$ cat src/tcfe_pkg.sv
package tcfe_pkg;
	localparam logic [7:0] TCFE_CTRL_OFS = 8'h00;
	localparam logic [7:0] TCFE_FLAG_OFS = 8'h10;
	localparam logic [7:0] TCFE_EVGEN_OFS = 8'h14;
	localparam logic [7:0] TCFE_MODE_OFS = 8'h18;
	localparam logic [7:0] TCFE_CMP1_OFS = 8'h34;
	localparam logic [7:0] TCFE_CMP2_OFS = 8'h38;

	// Control register fields
	localparam int TCFE_CTRL_UPDATE_DISABLE = 1;
	localparam int TCFE_CTRL_URS = 2;
	localparam int TCFE_CTRL_LOCK_LO = 8;
	localparam logic [1:0] TCFE_LOCK_FULL = 2'h3;

	// Flag and event-generation fields share positions
	localparam int TCFE_F_UPD = 0;
	localparam int TCFE_F_CC0 = 1;
	localparam int TCFE_F_TRG = 6;
	localparam int TCFE_F_OVR0 = 9;
	localparam logic [15:0] TCFE_FLAG_MASK = 16'h1E5F;

	// Per-channel byte of the mode control register
	localparam int TCFE_M_DIR_LO = 0;
	localparam int TCFE_M_FE = 2;
	localparam int TCFE_M_PE = 3;
	localparam int TCFE_M_MODE_LO = 4;
	localparam int TCFE_M_CE = 7;
	localparam int TCFE_M_CH_W = 8;
	localparam logic [7:0] TCFE_M_LOCKED = 8'h78;
	localparam logic [1:0] TCFE_DIR_OUT = 2'h0;

	typedef enum logic [2:0] {
		TCFE_OM_FROZEN = 3'h0,
		TCFE_OM_SET = 3'h1,
		TCFE_OM_CLR = 3'h2,
		TCFE_OM_TOGGLE = 3'h3,
		TCFE_OM_LOW = 3'h4,
		TCFE_OM_HIGH = 3'h5,
		TCFE_OM_PWM1 = 3'h6,
		TCFE_OM_PWM2 = 3'h7
	} tcfe_omode_t;

	// Trigger-to-output latencies in clock cycles
	localparam int TCFE_FAST_DLY_CYC = 3;
	localparam int TCFE_NORM_DLY_CYC = 5;

	typedef struct packed {
		logic count_down;
		logic center_aligned;
		logic rep_wrap;
		logic trig_reinit;
		logic gating_mode;
	} tcfe_core_t;
endpackage

$ cat src/tcfe_top.sv
// Design decision made here: the plain strobed port.
`timescale 1ns/1ps
`default_nettype none
// Operation
// Capture while channel flag set raises its recapture flag; cleared by writing zero.
// Trigger flag set on trigger edge; either edge in gating mode.
// Output channel: flag set on counter equal compare, not center-aligned.
// Input channel: flag set on capture; cleared by zero write or register read.
// Repetition wrap raises update event and flag unless updates disabled.
// Forced update or software reinit sets update flag when source is all.
// Trigger reinit of counter sets update flag when source is all.
// Trigger-generation bit makes trigger event and flag; self-clears.
// Channel generation bit in output mode sets channel flag; self-clears.
// Generation bit in input mode captures counter, sets flag, maybe recapture.
// Update-generation bit reinitialises counter, clears prescaler, raises update.
// Forced update clears counter, or loads reload value when counting down.
// Clear enable drives reference low while external trigger high.
// Modes 000 to 011: frozen, set, clear, toggle on match.
// Mode 100 forces reference low, mode 101 forces it high.
// PWM1: active below compare counting up, inactive above counting down.
// PWM2: inactive below compare counting up, active above counting down.
// PWM reference changes only on result change or frozen-to-PWM switch.
// Lock level 3 with output channel blocks mode and preload writes.
// Preload on: accesses hit preload copy, moved to active on update.
// Preload off: compare writes take effect immediately.
// Software uses PWM without preload only in one-pulse mode.
// Fast enable: trigger edge acts as match, three-cycle latency.
// Fast disabled: normal compare operation, at least five-cycle latency.
// Direction field 00 means output; others mean input.
// Writing one to a flag leaves it unchanged; zero clears it.
module tcfe_top
	import tcfe_pkg::*;
#(
	parameter int CNT_W = 16,
	parameter int NCH = 4
) (
	input wire logic clk_in,
	input wire logic rst_n_in,
	input wire logic ce_in,
	input wire logic [7:0] addr_in,
	input wire logic [31:0] wr_data_in,
	input wire logic wr_en_in,
	input wire logic rd_en_in,
	output logic [31:0] rd_data_out,
	input wire logic [CNT_W-1:0] core_counter_in,
	input wire tcfe_core_t core_in,
	input wire logic trigger_input_in,
	input wire logic filtered_external_trigger_in,
	input wire logic [NCH-1:0] capture_evt_in,
	input wire logic [NCH-1:0] far_match_in,
	input wire logic [NCH-1:0] far_is_output_in,
	output logic update_event_out,
	output logic trigger_event_out,
	output logic counter_reinit_out,
	output logic counter_load_reload_out,
	output logic prescaler_clear_out,
	output logic [NCH-1:0] chan_event_out,
	output logic [1:0] chan_reference_output_out
);
	if (CNT_W < 2 || CNT_W > 32 || NCH < 2 || NCH > 4)
		$error("tcfe_top: unsupported CNT_W or NCH");

	function automatic logic pwm_active(input logic [2:0] m, input logic dn,
			input logic [CNT_W-1:0] c, input logic [CNT_W-1:0] r);
		logic p1;
		p1 = dn ? !(c > r) : (c < r);
		pwm_active = (m == TCFE_OM_PWM1) ? p1 : !p1;
	endfunction

	logic [15:0] ctrl_q, mode_q, flag_q, flag_d;
	logic [CNT_W-1:0] cmp_pre_q [2], cmp_act_q [2];
	logic [1:0] ref_q, prev_res_q, out_q;
	logic [2:0] trg_sync_q, etr_sync_q;
	logic trg_lvl_q, etr_lvl_q;
	logic wr_flag, wr_ev, wr_mode, upd_evt, trg_evt, trg_edge, ug;
	logic [NCH-1:0] is_out, ch_gen, cap_now, match, rd_cap;
	logic [1:0] wr_cmp, res_now;
	logic update_disable, update_request_source;

	assign update_disable = ctrl_q[TCFE_CTRL_UPDATE_DISABLE];
	assign update_request_source = ctrl_q[TCFE_CTRL_URS];
	assign wr_flag = wr_en_in && addr_in == TCFE_FLAG_OFS;
	assign wr_ev = wr_en_in && addr_in == TCFE_EVGEN_OFS;
	assign wr_mode = wr_en_in && addr_in == TCFE_MODE_OFS;
	assign wr_cmp[0] = wr_en_in && addr_in == TCFE_CMP1_OFS;
	assign wr_cmp[1] = wr_en_in && addr_in == TCFE_CMP2_OFS;
	assign ug = wr_ev && wr_data_in[TCFE_F_UPD];

	// Three-stage sync; a change counts once stages two and three agree
	always_ff @(posedge clk_in) begin
		if (!rst_n_in) begin
			trg_sync_q <= 3'h0;
			etr_sync_q <= 3'h0;
			trg_lvl_q <= 1'b0;
			etr_lvl_q <= 1'b0;
		end else if (ce_in) begin
			trg_sync_q <= {trg_sync_q[1:0], trigger_input_in};
			etr_sync_q <= {etr_sync_q[1:0], filtered_external_trigger_in};
			if (trg_sync_q[1] == trg_sync_q[2])
				trg_lvl_q <= trg_sync_q[2];
			if (etr_sync_q[1] == etr_sync_q[2])
				etr_lvl_q <= etr_sync_q[2];
		end
	end

	logic trg_new;
	assign trg_new = (trg_sync_q[1] == trg_sync_q[2]) ? trg_sync_q[2]
		: trg_lvl_q;
	// Gating mode counts both edges, other modes the rising one
	assign trg_edge = core_in.gating_mode ? (trg_new != trg_lvl_q)
		: (trg_new && !trg_lvl_q);
	assign trg_evt = trg_edge || (wr_ev && wr_data_in[TCFE_F_TRG]);

	// Update event drives preload transfer whatever the request source
	assign upd_evt = !update_disable && (core_in.rep_wrap || ug
		|| core_in.trig_reinit);

	always_comb begin
		is_out = far_is_output_in;
		match = far_match_in & far_is_output_in;
		for (int i = 0; i < 2; i++) begin
			is_out[i] = mode_q[i*TCFE_M_CH_W+TCFE_M_DIR_LO +: 2]
				== TCFE_DIR_OUT;
			match[i] = is_out[i] && core_counter_in == cmp_act_q[i];
		end
		for (int i = 0; i < NCH; i++) begin
			ch_gen[i] = wr_ev && wr_data_in[TCFE_F_CC0+i];
			cap_now[i] = !is_out[i] && (capture_evt_in[i] || ch_gen[i]);
		end
		rd_cap = '0;
		rd_cap[0] = rd_en_in && addr_in == TCFE_CMP1_OFS && !is_out[0];
		rd_cap[1] = rd_en_in && addr_in == TCFE_CMP2_OFS && !is_out[1];
	end

	// Clears first, then sets, so a same-cycle event survives its clear
	always_comb begin
		flag_d = flag_q;
		if (wr_flag)
			flag_d = flag_q & wr_data_in[15:0];
		for (int i = 0; i < NCH; i++) begin
			if (rd_cap[i])
				flag_d[TCFE_F_CC0+i] = 1'b0;
			if (cap_now[i] && flag_q[TCFE_F_CC0+i])
				flag_d[TCFE_F_OVR0+i] = 1'b1;
			if (cap_now[i])
				flag_d[TCFE_F_CC0+i] = 1'b1;
			if (match[i] && !core_in.center_aligned)
				flag_d[TCFE_F_CC0+i] = 1'b1;
			if (is_out[i] && ch_gen[i])
				flag_d[TCFE_F_CC0+i] = 1'b1;
		end
		if (trg_evt)
			flag_d[TCFE_F_TRG] = 1'b1;
		if (!update_disable && (core_in.rep_wrap
				|| (!update_request_source && (ug || core_in.trig_reinit))))
			flag_d[TCFE_F_UPD] = 1'b1;
		flag_d = flag_d & TCFE_FLAG_MASK;
	end

	always_ff @(posedge clk_in) begin
		if (!rst_n_in)
			flag_q <= 16'h0000;
		else if (ce_in)
			flag_q <= flag_d;
	end

	always_ff @(posedge clk_in) begin
		if (!rst_n_in)
			ctrl_q <= 16'h0000;
		else if (ce_in && wr_en_in && addr_in == TCFE_CTRL_OFS)
			ctrl_q <= wr_data_in[15:0];
	end

	// Lock level 3 freezes mode and preload of output channels
	always_ff @(posedge clk_in) begin
		if (!rst_n_in)
			mode_q <= 16'h0000;
		else if (ce_in && wr_mode) begin
			for (int i = 0; i < 2; i++) begin
				for (int b = 0; b < TCFE_M_CH_W; b++) begin
					if (!(TCFE_M_LOCKED[b] && is_out[i]
							&& ctrl_q[TCFE_CTRL_LOCK_LO +: 2]
							== TCFE_LOCK_FULL))
						mode_q[i*TCFE_M_CH_W+b] <=
							wr_data_in[i*TCFE_M_CH_W+b];
				end
			end
		end
	end

	// Compare/capture registers of the two modelled channels
	always_ff @(posedge clk_in) begin
		if (!rst_n_in) begin
			for (int i = 0; i < 2; i++) begin
				cmp_pre_q[i] <= '0;
				cmp_act_q[i] <= '0;
			end
		end else if (ce_in) begin
			for (int i = 0; i < 2; i++) begin
				if (cap_now[i]) begin
					cmp_pre_q[i] <= core_counter_in;
					cmp_act_q[i] <= core_counter_in;
				end else if (wr_cmp[i] && is_out[i]) begin
					cmp_pre_q[i] <= wr_data_in[CNT_W-1:0];
					if (!mode_q[i*TCFE_M_CH_W+TCFE_M_PE])
						cmp_act_q[i] <= wr_data_in[CNT_W-1:0];
				end else if (upd_evt && mode_q[i*TCFE_M_CH_W+TCFE_M_PE])
					cmp_act_q[i] <= cmp_pre_q[i];
			end
		end
	end

	// Output reference generation for channels one and two
	logic [2:0] om [2];
	logic [2:0] prev_om_q [2];
	always_comb begin
		for (int i = 0; i < 2; i++) begin
			om[i] = mode_q[i*TCFE_M_CH_W+TCFE_M_MODE_LO +: 3];
			res_now[i] = pwm_active(om[i], core_in.count_down,
				core_counter_in, cmp_act_q[i]);
		end
	end

	always_ff @(posedge clk_in) begin
		if (!rst_n_in) begin
			ref_q <= 2'h0;
			prev_res_q <= 2'h0;
			for (int i = 0; i < 2; i++)
				prev_om_q[i] <= TCFE_OM_FROZEN;
		end else if (ce_in) begin
			for (int i = 0; i < 2; i++) begin
				prev_om_q[i] <= om[i];
				prev_res_q[i] <= res_now[i];
				case (om[i])
				TCFE_OM_FROZEN: ;
				TCFE_OM_SET: if (match[i]) ref_q[i] <= 1'b1;
				TCFE_OM_CLR: if (match[i]) ref_q[i] <= 1'b0;
				TCFE_OM_TOGGLE: if (match[i]) ref_q[i] <= !ref_q[i];
				TCFE_OM_LOW: ref_q[i] <= 1'b0;
				TCFE_OM_HIGH: ref_q[i] <= 1'b1;
				TCFE_OM_PWM1, TCFE_OM_PWM2: begin
					if (mode_q[i*TCFE_M_CH_W+TCFE_M_FE] && trg_edge)
						ref_q[i] <= (om[i] == TCFE_OM_PWM2)
							^ core_in.count_down;
					else if (res_now[i] != prev_res_q[i]
							|| prev_om_q[i] == TCFE_OM_FROZEN)
						ref_q[i] <= res_now[i];
				end
				default: ref_q[i] <= ref_q[i];
				endcase
			end
		end
	end

	// Reference held low while external trigger high and clear enabled
	always_ff @(posedge clk_in) begin
		if (!rst_n_in)
			out_q <= 2'h0;
		else if (ce_in) begin
			for (int i = 0; i < 2; i++)
				out_q[i] <= ref_q[i] && !(etr_lvl_q
					&& mode_q[i*TCFE_M_CH_W+TCFE_M_CE]);
		end
	end
	assign chan_reference_output_out = out_q;

	// Registered event pulses toward the counter core and request logic
	always_ff @(posedge clk_in) begin
		if (!rst_n_in) begin
			update_event_out <= 1'b0;
			trigger_event_out <= 1'b0;
			counter_reinit_out <= 1'b0;
			counter_load_reload_out <= 1'b0;
			prescaler_clear_out <= 1'b0;
			chan_event_out <= '0;
		end else if (ce_in) begin
			update_event_out <= upd_evt;
			trigger_event_out <= trg_evt;
			counter_reinit_out <= ug;
			counter_load_reload_out <= ug && core_in.count_down
				&& !core_in.center_aligned;
			prescaler_clear_out <= ug;
			for (int i = 0; i < NCH; i++)
				chan_event_out[i] <= cap_now[i]
					|| (is_out[i] && (ch_gen[i] || (match[i]
					&& !core_in.center_aligned)));
		end
	end

	// Generation register is write-only and always reads zero
	always_ff @(posedge clk_in) begin
		if (!rst_n_in)
			rd_data_out <= 32'h0;
		else if (ce_in) begin
			rd_data_out <= 32'h0;
			if (rd_en_in) begin
				case (addr_in)
				TCFE_CTRL_OFS: rd_data_out <= {16'h0, ctrl_q};
				TCFE_FLAG_OFS: rd_data_out <= {16'h0, flag_q};
				TCFE_MODE_OFS: rd_data_out <= {16'h0, mode_q};
				TCFE_CMP1_OFS: rd_data_out <= 32'(cmp_pre_q[0]);
				TCFE_CMP2_OFS: rd_data_out <= 32'(cmp_pre_q[1]);
				default: rd_data_out <= 32'h0;
				endcase
			end
		end
	end
endmodule
`default_nettype wire

$ cat config.mk
export PLATFORM = sky130hd
export DESIGN_NAME = tcfe_top
export DESIGN_NICKNAME = d
export VERILOG_FILES = /design/src/tcfe_pkg.sv /design/src/tcfe_top.sv
export SDC_FILE = /design/constraint.sdc
export NUM_CORES = 1
export LEC_CHECK = 0
export BUFFER_PORTS_ARGS = -buffer_cell sky130_fd_sc_hd__buf_4
export CORE_MARGIN = 2
export CORE_UTILIZATION = 58
export DETAILED_ROUTE_END_ITERATION = 10
export GPL_TIMING_DRIVEN = 1
export PLACE_DENSITY = 0.81
export SLEW_MARGIN = 20
export SYNTH_ARGS = -nofsm -noshare
export SYNTH_HDL_FRONTEND = slang
export SYNTH_SLANG_ARGS = --single-unit
$ cat constraint.sdc
create_clock -name clk_in -period 3.95 [get_ports clk_in]
set_input_delay 0.395 -clock clk_in [delete_from_list [all_inputs] [get_ports clk_in]]
set_output_delay 0.395 -clock clk_in [all_outputs]
set_load 0.02 [all_outputs]
* Word-level counts from Yosys, hierarchy flattened
Memories as Yosys holds them, arrays and structs flattened.
Cells that the tools add are included.
Widths: inputs -> output; s select.
** Operators by class
- Order comparisons :: 4
- Equality and inequality tests :: 35
- Muxes and demuxes :: 99
- Bitwise logic cells :: 18
- Reductions and logical operators :: 127
** Operators with widths (number)
- $mux 16 :: 11
- $mux 1 :: 82
- $pmux 16 s5 :: 1
- $logic_and 1x1->1 :: 58
- $eq 16x16->1 :: 2
- $gt 16x16->1 :: 2
- $lt 16x16->1 :: 2
- $reduce_and 2->1 :: 13
- $eq 3x3->1 const B :: 8
- $eq 8x5->1 const B :: 3
- $logic_or 1x1->1 :: 19
- $eq 8x6->1 const B :: 2
- $logic_not 1->1 :: 16
- $and 13x13->13 :: 1
- $mux 13 :: 1
- $eq 3x2->1 const B :: 4
- $ne 2x2->1 const B :: 6
- $or 1x1->1 :: 12
- $pmux 1 s6 :: 2
- $reduce_and 6->1 :: 2
- $reduce_bool 2->1 :: 6
- $reduce_bool 6->1 :: 2
- $reduce_bool 5->1 :: 2
- $logic_not 8->1 :: 1
- 13 further kinds :: 25
** Word-level totals
- Register bits :: 96
- RAM bits :: 70
- Bits of input ports :: 80
- Output and inout port bits :: 43
- Word-level logic and storage cells :: 314
- Memories kept :: 3
** Memories
- cmp_act_q :: words 2, width 16, read ports 2, clocked after memory_dff 0, write ports 2, line tcfe_top.sv:71 : logic [CNT_W-1:0] cmp_pre_q [2], cmp_act_q [2];
- cmp_pre_q :: words 2, width 16, read ports 2, clocked after memory_dff 0, write ports 2, line tcfe_top.sv:71
- prev_om_q :: words 2, width 3, read ports 2, clocked after memory_dff 0, write ports 2, line tcfe_top.sv:215 : logic [2:0] prev_om_q [2];

* Logic depth before layout (Yosys ltp)
Gate-level depths: netlist (run 1).
- Depth in word-level cells :: 14
- Gate-level depth with buffers :: 11
- Gate-level depth less buffers :: 9

* Worst setup path before layout (run 1)
No wires, ideal clock.
- Path type :: input -> register
- From :: input addr_in[3]
- To :: memory cmp_act_q[1][0] (enable)
- Library setup time :: 0.417 ns
- Arrival :: 2.615 ns
- Required time :: 3.533 ns
- Slack :: 0.918 ns
- Stages :: 9
- Buffers on the path :: 3
- Path through :: buf_6 -> or4b_4 -> nor3_2 -> nand2_1 -> a21oi_1 -> or3_1 -> buf_2 -> buf_2 -> nand3_1
** RTL lines
- start: declaration :: line tcfe_top.sv:40 : input wire logic [7:0] addr_in,
- end: declaration :: line tcfe_top.sv:71

==> flow_summary.json, run 1 <==
{
  "whs_path_depth": 3,
  "wl_per_cell_um": 20.9,
  "drt_iter0_markers": 1120,
  "synthesis.area_sq_um": 8290,
  "cts_made_buffers": 17,
  "ant_nets": 0,
  "initial_core_util_pct": 59.5,
  "grt_max_degree": 44,
  "critical_path_class": "register to register",
  "top_usage_layer": "met2",
  "grt-ovfl-total": 0,
  "synth_edf_count": 70,
  "reg2reg_from": "mode_q[0]",
  "setup_ws_ps": 1040,
  "pin_count": 123,
  "cp.arrival_ps": 3050,
  "r2r_end": "cmp_act_q[1][0]",
  "antenna_found_initial": 0,
  "die_y_um": 124,
  "yosys_register_bits": 150,
  "use_met2_pct": 51.3,
  "yosysWarningCount": 0,
  "crit_chain": "o21ai_0 > o41ai_4 > a21oi_1 > nor2_1 > or3_1 > nand3_1 > a31oi_1",
  "area_delta_synth_final_pct": 15.1,
  "cp-end-kind": "register",
  "setup_tns_ps": 0,
  "dieArea_sq_um": 15300,
  "hold_buffers": 0,
  "hp-start": "filtered_external_trigger_in",
  "routed_wirelength_mm": 24.4,
  "cp_slowest_stage_delay_ps": 680,
  "row_count": 43,
  "required_ps": 4080,
  "slew_viol_final": 0,
  "syn_area_per_cell_sq_um": 9.04,
  "period_needed_ps": 2910,
  "clock_latency_ps": 430,
  "max-slew-margin-rel_pct": 42.8,
  "diodes": 0,
  "dpl.hpwl_mm": 17.2,
  "grt_pass1_vias": 6781,
  "maxCapViolCount": 0,
  "syn_inst": 917,
  "finalSetupViolCount": 0,
  "routabilityCongestion": 0.936,
  "ys_async_sr_fraction_pct": 0,
  "tightest_slew_ps": 854,
  "clk_path_buf_depth": 2,
  "grt.total_usage_pct": 33.0,
  "first_pass_iters": 8,
  "rrSetupSlack_ps": 1040,
  "cts_max_level": 4,
  "hold_viol": 0,
  "final_nets": 1089,
  "pre_cts_ws_ps": 775,
  "drc_errors": 0,
  "via_per_inst": 6.48,
  "die_x_um": 124,
  "path_clk_slew_ps": 60,
  "rsz0062_at_grt": "no",
  "start_kind": "register",
  "core_area_sq_um": 13900,
  "ys_seq_area_share_pct": 44.7,
  "synth.distinct_cells": 61,
  "powerDensity_nw_per_um2": 376,
  "status": "finished clean",
  "min_to": "etr_sync_q[0]",
  "cts_root_buf": "clkbuf_16",
  "ir_drop_uv": 290,
  "cts_tree": "yes",
  "drive_gt1_share_pct": 14.3,
  "crit_slowest_cell": "or3_1",
  "met1_usage_pct": 44.5,
  "clock_skew_ps": 9.20,
  "cp_max_fo": 16,
  "synth_flop_cell": "dfxtp_1",
  "post_cts_buffers": 0,
  "numClockSinks": 150,
  "via_count": 7563,
  "io_buffers": 86,
  "post-route-period-util_pct": 73.8,
  "post_cts_resized": 0,
  "hold_path_class": "input pin to register",
  "r2r_cells": 7,
  "grt_first_pass_wirelength_mm": 37.1,
  "max_freq_mhz": 343,
  "gr-usage-met3_pct": 6.09,
  "p_leak_nw": 3.64
}
## cell families after synthesis
| kind of cell | synth area share, % |
|---|---|
| AO/OA/AOI/OAI | 22.3 |
| buffers and inverters | 6.88 |
| XOR/XNOR | 0.211 |
| multiplexers | 3.26 |
| flip-flops | 44.7 |
| other | 0.0452 |
| adder cells (fa/ha/maj) | 5.10 |
| AND/OR/NAND/NOR | 17.5 |
## power by group
part	internal, mW	switching (mW)	total (mW)
registers	1.66	0.0199	1.68
logic	0.112	0.199	0.311
clock network	0.977	0.621	1.60
total	2.75	0.840	3.59
## worst max path at each step
stage,from,to,depth (start not counted),slack [ps]
2_1_floorplan,addr_in[3],cmp_act_q[1][0],9,920
3_3_place_gp,addr_in[3],cmp_act_q[1][11],7,820
3_5_place_dp,addr_in[3],cmp_act_q[1][0],8,770
4_1_cts,mode_q[0],cmp_act_q[1][0],7,1110
5_1_grt,mode_q[0],cmp_act_q[1][0],7,860
6_report,mode_q[0],cmp_act_q[1][0],7,1040
## layout by cell type, fill, tap and decap left out, types with 19 or more instances in the layout
master       n
a21boi_0    40
a21oi_1     34
a22o_1      38
a31oi_1     23
buf_4      106
clkbuf_16   19
dfxtp_1     80
edfxtp_1    70
ha_1        33
inv_1       42
mux2i_1     27
nand2_1    146
nand3_1     30
nor2_1      61
nor2b_1     24
o21ai_0     52
## flip-flops by register name, indices dropped and copies added, names as in the netlist, 2 cells and up
signal / count
cmp_act_q: 32
cmp_pre_q: 32
ctrl_q: 16
mode_q: 16
rd_data_out: 16
flag_q: 10
prev_om_q: 6
chan_event_out: 4
etr_sync_q: 3
trg_sync_q: 3
chan_reference_output_out: 2
prev_res_q: 2
ref_q: 2
## stage by stage
step	utilization, %	instances	hold slack [ps]	instance area (sq um)	total power, mW
2_1_floorplan	-	932	430	8340	1.88
3_3_place_gp	64.3	1137	432	8960	2.00
3_5_place_dp	64.3	1137	437	8960	2.01
4_1_cts	68.4	1168	218	9540	3.57
5_1_grt	68.4	1168	268	9540	3.67
6_report	68.4	1168	226	9540	3.59
## worst max-delay path: cells and delay by family (launching register included)
kind,cells,cell delay (ps)
AO/OA/AOI/OAI,4,1280
flip-flops,1,360
AND/OR/NAND/NOR,3,970
## cells in the mapped netlist, drive strengths merged, types with 4 or more instances
cell / n / area [sq um]
nand2b: 4 / 25.0
o211ai: 6 / 45.0
o31ai: 7 / 52.6
or3: 6 / 37.5
o21a: 4 / 30.0
nand3: 30 / 150
edfxtp: 70 / 2100
buf: 40 / 253
a21oi: 34 / 170
nor3: 9 / 71.3
nand2: 146 / 548
clkbuf: 41 / 156
nor2b: 24 / 150
nand4: 13 / 81.3
and2: 5 / 31.3
a21boi: 40 / 300
mux2i: 27 / 270
o21ai: 56 / 280
a22o: 38 / 333
a221oi: 11 / 96.3
a222oi: 6 / 60.1
ha: 33 / 413
nor2: 61 / 229
a22oi: 16 / 120
dfxtp: 80 / 1600
inv: 42 / 158
a31oi: 23 / 144
and3: 5 / 31.3
## final cells by class
class,instances,area (sq um)
multi-input combinational,658,4070
clock inverter,1,5.00
clock buffer,30,577
timing repair buffer,106,796
sequential,150,3700
fill,1093,4400
inverter,43,161
tap,180,225
## per-layer routing
metal / part of all wire (%) / vias to the layer above
li1: - / 3409
met1: 39 / 3564
met2: 46 / 512
met3: 11 / 78
met4: 4.5 / 0
met5: 0 / -
Power figures use the tool's default switching activity.
==> run 2, diff against run 1 <==
--- a/config.mk
+++ b/config.mk
@@ -7,10 +7,10 @@
 export LEC_CHECK = 0
 export BUFFER_PORTS_ARGS = -buffer_cell sky130_fd_sc_hd__buf_4
 export CORE_MARGIN = 2
-export CORE_UTILIZATION = 58
+export CORE_UTILIZATION = 52
 export DETAILED_ROUTE_END_ITERATION = 10
 export GPL_TIMING_DRIVEN = 1
-export PLACE_DENSITY = 0.81
+export PLACE_DENSITY = 0.77
 export SLEW_MARGIN = 20
 export SYNTH_ARGS = -nofsm -noshare
 export SYNTH_HDL_FRONTEND = slang
==> constraint.sdc (replaced) <==
create_clock -name clk_in -period 2.4 [get_ports clk_in]
set_input_delay 0.24 -clock clk_in [delete_from_list [all_inputs] [get_ports clk_in]]
set_output_delay 0.24 -clock clk_in [all_outputs]
set_load 0.02 [all_outputs]
==> run 2 against run 1 <==
Compared with the run above: clock skew shrank 0.69 ps; utilization decreased by 2.0 points; sequential share of layout area is 3.3 points lower; fmax rose by 27%; sequential cell count is the same; combinational power rose by 90%; die area is 11% higher; sequential power up 64%; largest power group is now clock.
==> flow_summary.json, run 2 (same netlist as run 1, synthesis figures left out) <==
{
  "io_buffers": 86,
  "ir_drop_uv": 519,
  "grt_pass1_vias": 7134,
  "max_freq_mhz": 437,
  "status": "finished clean",
  "p_leak_nw": 4.05,
  "switching_share_pct": 23.3,
  "numClockSinks": 150,
  "final_nets": 1154,
  "cp_max_fo": 3,
  "critical_path_class": "register to register",
  "cp-end-kind": "register",
  "pwr-share-comb_pct": 9.4,
  "top_regs": "cmp_act_q (32), cmp_pre_q (32)",
  "routabilityCongestion": 0.940,
  "dieArea_sq_um": 17000,
  "met1_usage_pct": 41.8,
  "net-switching-power_mw": 1.46,
  "wl_per_cell_um": 20.1,
  "finalSetupViolCount": 0,
  "grt_max_degree": 61,
  "max-slew-margin-rel_pct": 47.8,
  "diodes": 0,
  "antenna_found_initial": 0,
  "clock_latency_ps": 430,
  "cpMostUsedCell": "buf_4",
  "core_area_sq_um": 15700,
  "maxCapViolCount": 0,
  "via_per_inst": 6.04,
  "tightest_slew_ps": 783,
  "clock_skew_ps": 8.50,
  "routed_wirelength_mm": 25.5,
  "cts_tree": "yes",
  "first_pass_iters": 6,
  "cts_made_buffers": 17,
  "crit_slowest_cell": "edfxtp_1",
  "top_usage_layer": "met2",
  "powerDensity_nw_per_um2": 600,
  "ant_nets": 0,
  "power_frac_seq_pct": 44.1,
  "whs_path_depth": 3,
  "p_int_mw": 4.81,
  "period_needed_ps": 2290,
  "setup_tns_ps": 0,
  "hold_path_class": "input pin to register",
  "start_kind": "register",
  "initial_core_util_pct": 52.7,
  "pin_count": 123,
  "hold_slack_ps": 61.8,
  "cts_root_buf": "clkbuf_16",
  "r2r_cells": 11,
  "post-route-period-util_pct": 95.4,
  "grt-ovfl-total": 0,
  "drive_gt1_share_pct": 22.4,
  "cts_max_level": 4,
  "crit_chain": "inv_1 > ha_1 > nand4_1 > buf_4 > nor2_1 > o2bb2ai_1 > o31ai_1 > buf_4 > xor2_4 > mux2i_1 > a21oi_1",
  "row_count": 46,
  "clockPowerShare_pct": 46.5,
  "dpl.hpwl_mm": 18.3,
  "pre_cts_ws_ps": -105,
  "grt_first_pass_wirelength_mm": 38.8,
  "cp_slowest_stage_delay_ps": 390,
  "p_total_mw": 6.27,
  "via_count": 7666,
  "slew_viol_final": 0,
  "drc_errors": 0,
  "cp.arrival_ps": 2610,
  "hold_viol": 0,
  "setup_ws_ps": 111,
  "grt.total_usage_pct": 30.5,
  "die_x_um": 130,
  "die_y_um": 130,
  "gr-usage-met3_pct": 5.70,
  "drt_iter0_markers": 971,
  "use_met2_pct": 47.4,
  "area_delta_synth_final_pct": 25.9,
  "layout_common_cells": "buf_4 (161), nand2_1 (143), dfxtp_1 (79)",
  "clk_path_buf_depth": 2,
  "required_ps": 2720,
  "layout_commonest_cell": "buf_4",
  "path_clk_slew_ps": 60
}
## run 2: cell types whose count changed in the layout (fill, tap and decap cells not counted), moves of 5 or more
cell / change
buf_4: +55
buf_12: +10
bufinv_16: +5
clkbuf_8: -6
## run 2: power by group through the flow
stage / registers [mW] / logic [mW] / clock network [mW]
detailed placement: 2.82 / 0.557 / 0
global route: 2.77 / 0.636 / 3.03
floorplan: 2.81 / 0.288 / 0
CTS: 2.76 / 0.562 / 2.91
finish: 2.76 / 0.592 / 2.91
global placement: 2.81 / 0.547 / 0
## run 2: area by class of cell
| cell class | count | area [sq um] |
|---|---|---|
| inverters | 43 | 161 |
| multi-input cells | 658 | 4260 |
| well taps | 216 | 270 |
| clock buffers | 19 | 433 |
| repair buffers | 171 | 1410 |
| clock inverters | 13 | 203 |
| fillers | 1269 | 5280 |
| flip-flops and latches | 150 | 3700 |
## run 2: path summary, 6_finish.rpt
| path | to | slack (ps) | from |
|---|---|---|---|
| setup / recovery | ref_q[1] | 110 | cmp_act_q[1][13] |
| hold / removal | trg_sync_q[0] | 60 | trigger_input_in |
| setup reg to reg | ref_q[1] | 110 | cmp_act_q[1][13] |
| hold reg to reg | update_event_out | 450 | update_event_out |
## run 2: worst max-delay path: cells and delay by family (launching register included)
kind / cells / cell delay [ps]
flip-flops: 1 / 390
buffers and inverters: 3 / 440
multiplexers: 1 / 200
AND/OR/NAND/NOR: 2 / 250
adder cells (fa/ha/maj): 1 / 240
XOR/XNOR: 1 / 200
AO/OA/AOI/OAI: 3 / 450
## run 2: timing repair
item | 4_1_cts | 5_1_grt
gates resized for setup | 4 | 23
pin swaps | 1 | 12
hold buffers | 0 | 0
endpoints found under the setup margin | 4 | 6
setup buffers | 0 | 1
hold endpoints to repair | 0 | 0
## run 2: through the flow
step | instance area (sq um) | cells | utilization [%]
global route | 10400 | 1270 | 66.4
CTS | 10300 | 1269 | 65.6
finish | 10400 | 1270 | 66.4
detailed placement | 9660 | 1237 | 61.5
floorplan | 8400 | 932 | -
global placement | 9660 | 1237 | 61.5
## run 2: metal layers
metal | vias to the layer above | share of wire (%)
met2 | 437 | 46
met4 | 0 | 3.5
met1 | 3611 | 40
li1 | 3548 | -
met5 | - | 0
met3 | 70 | 10
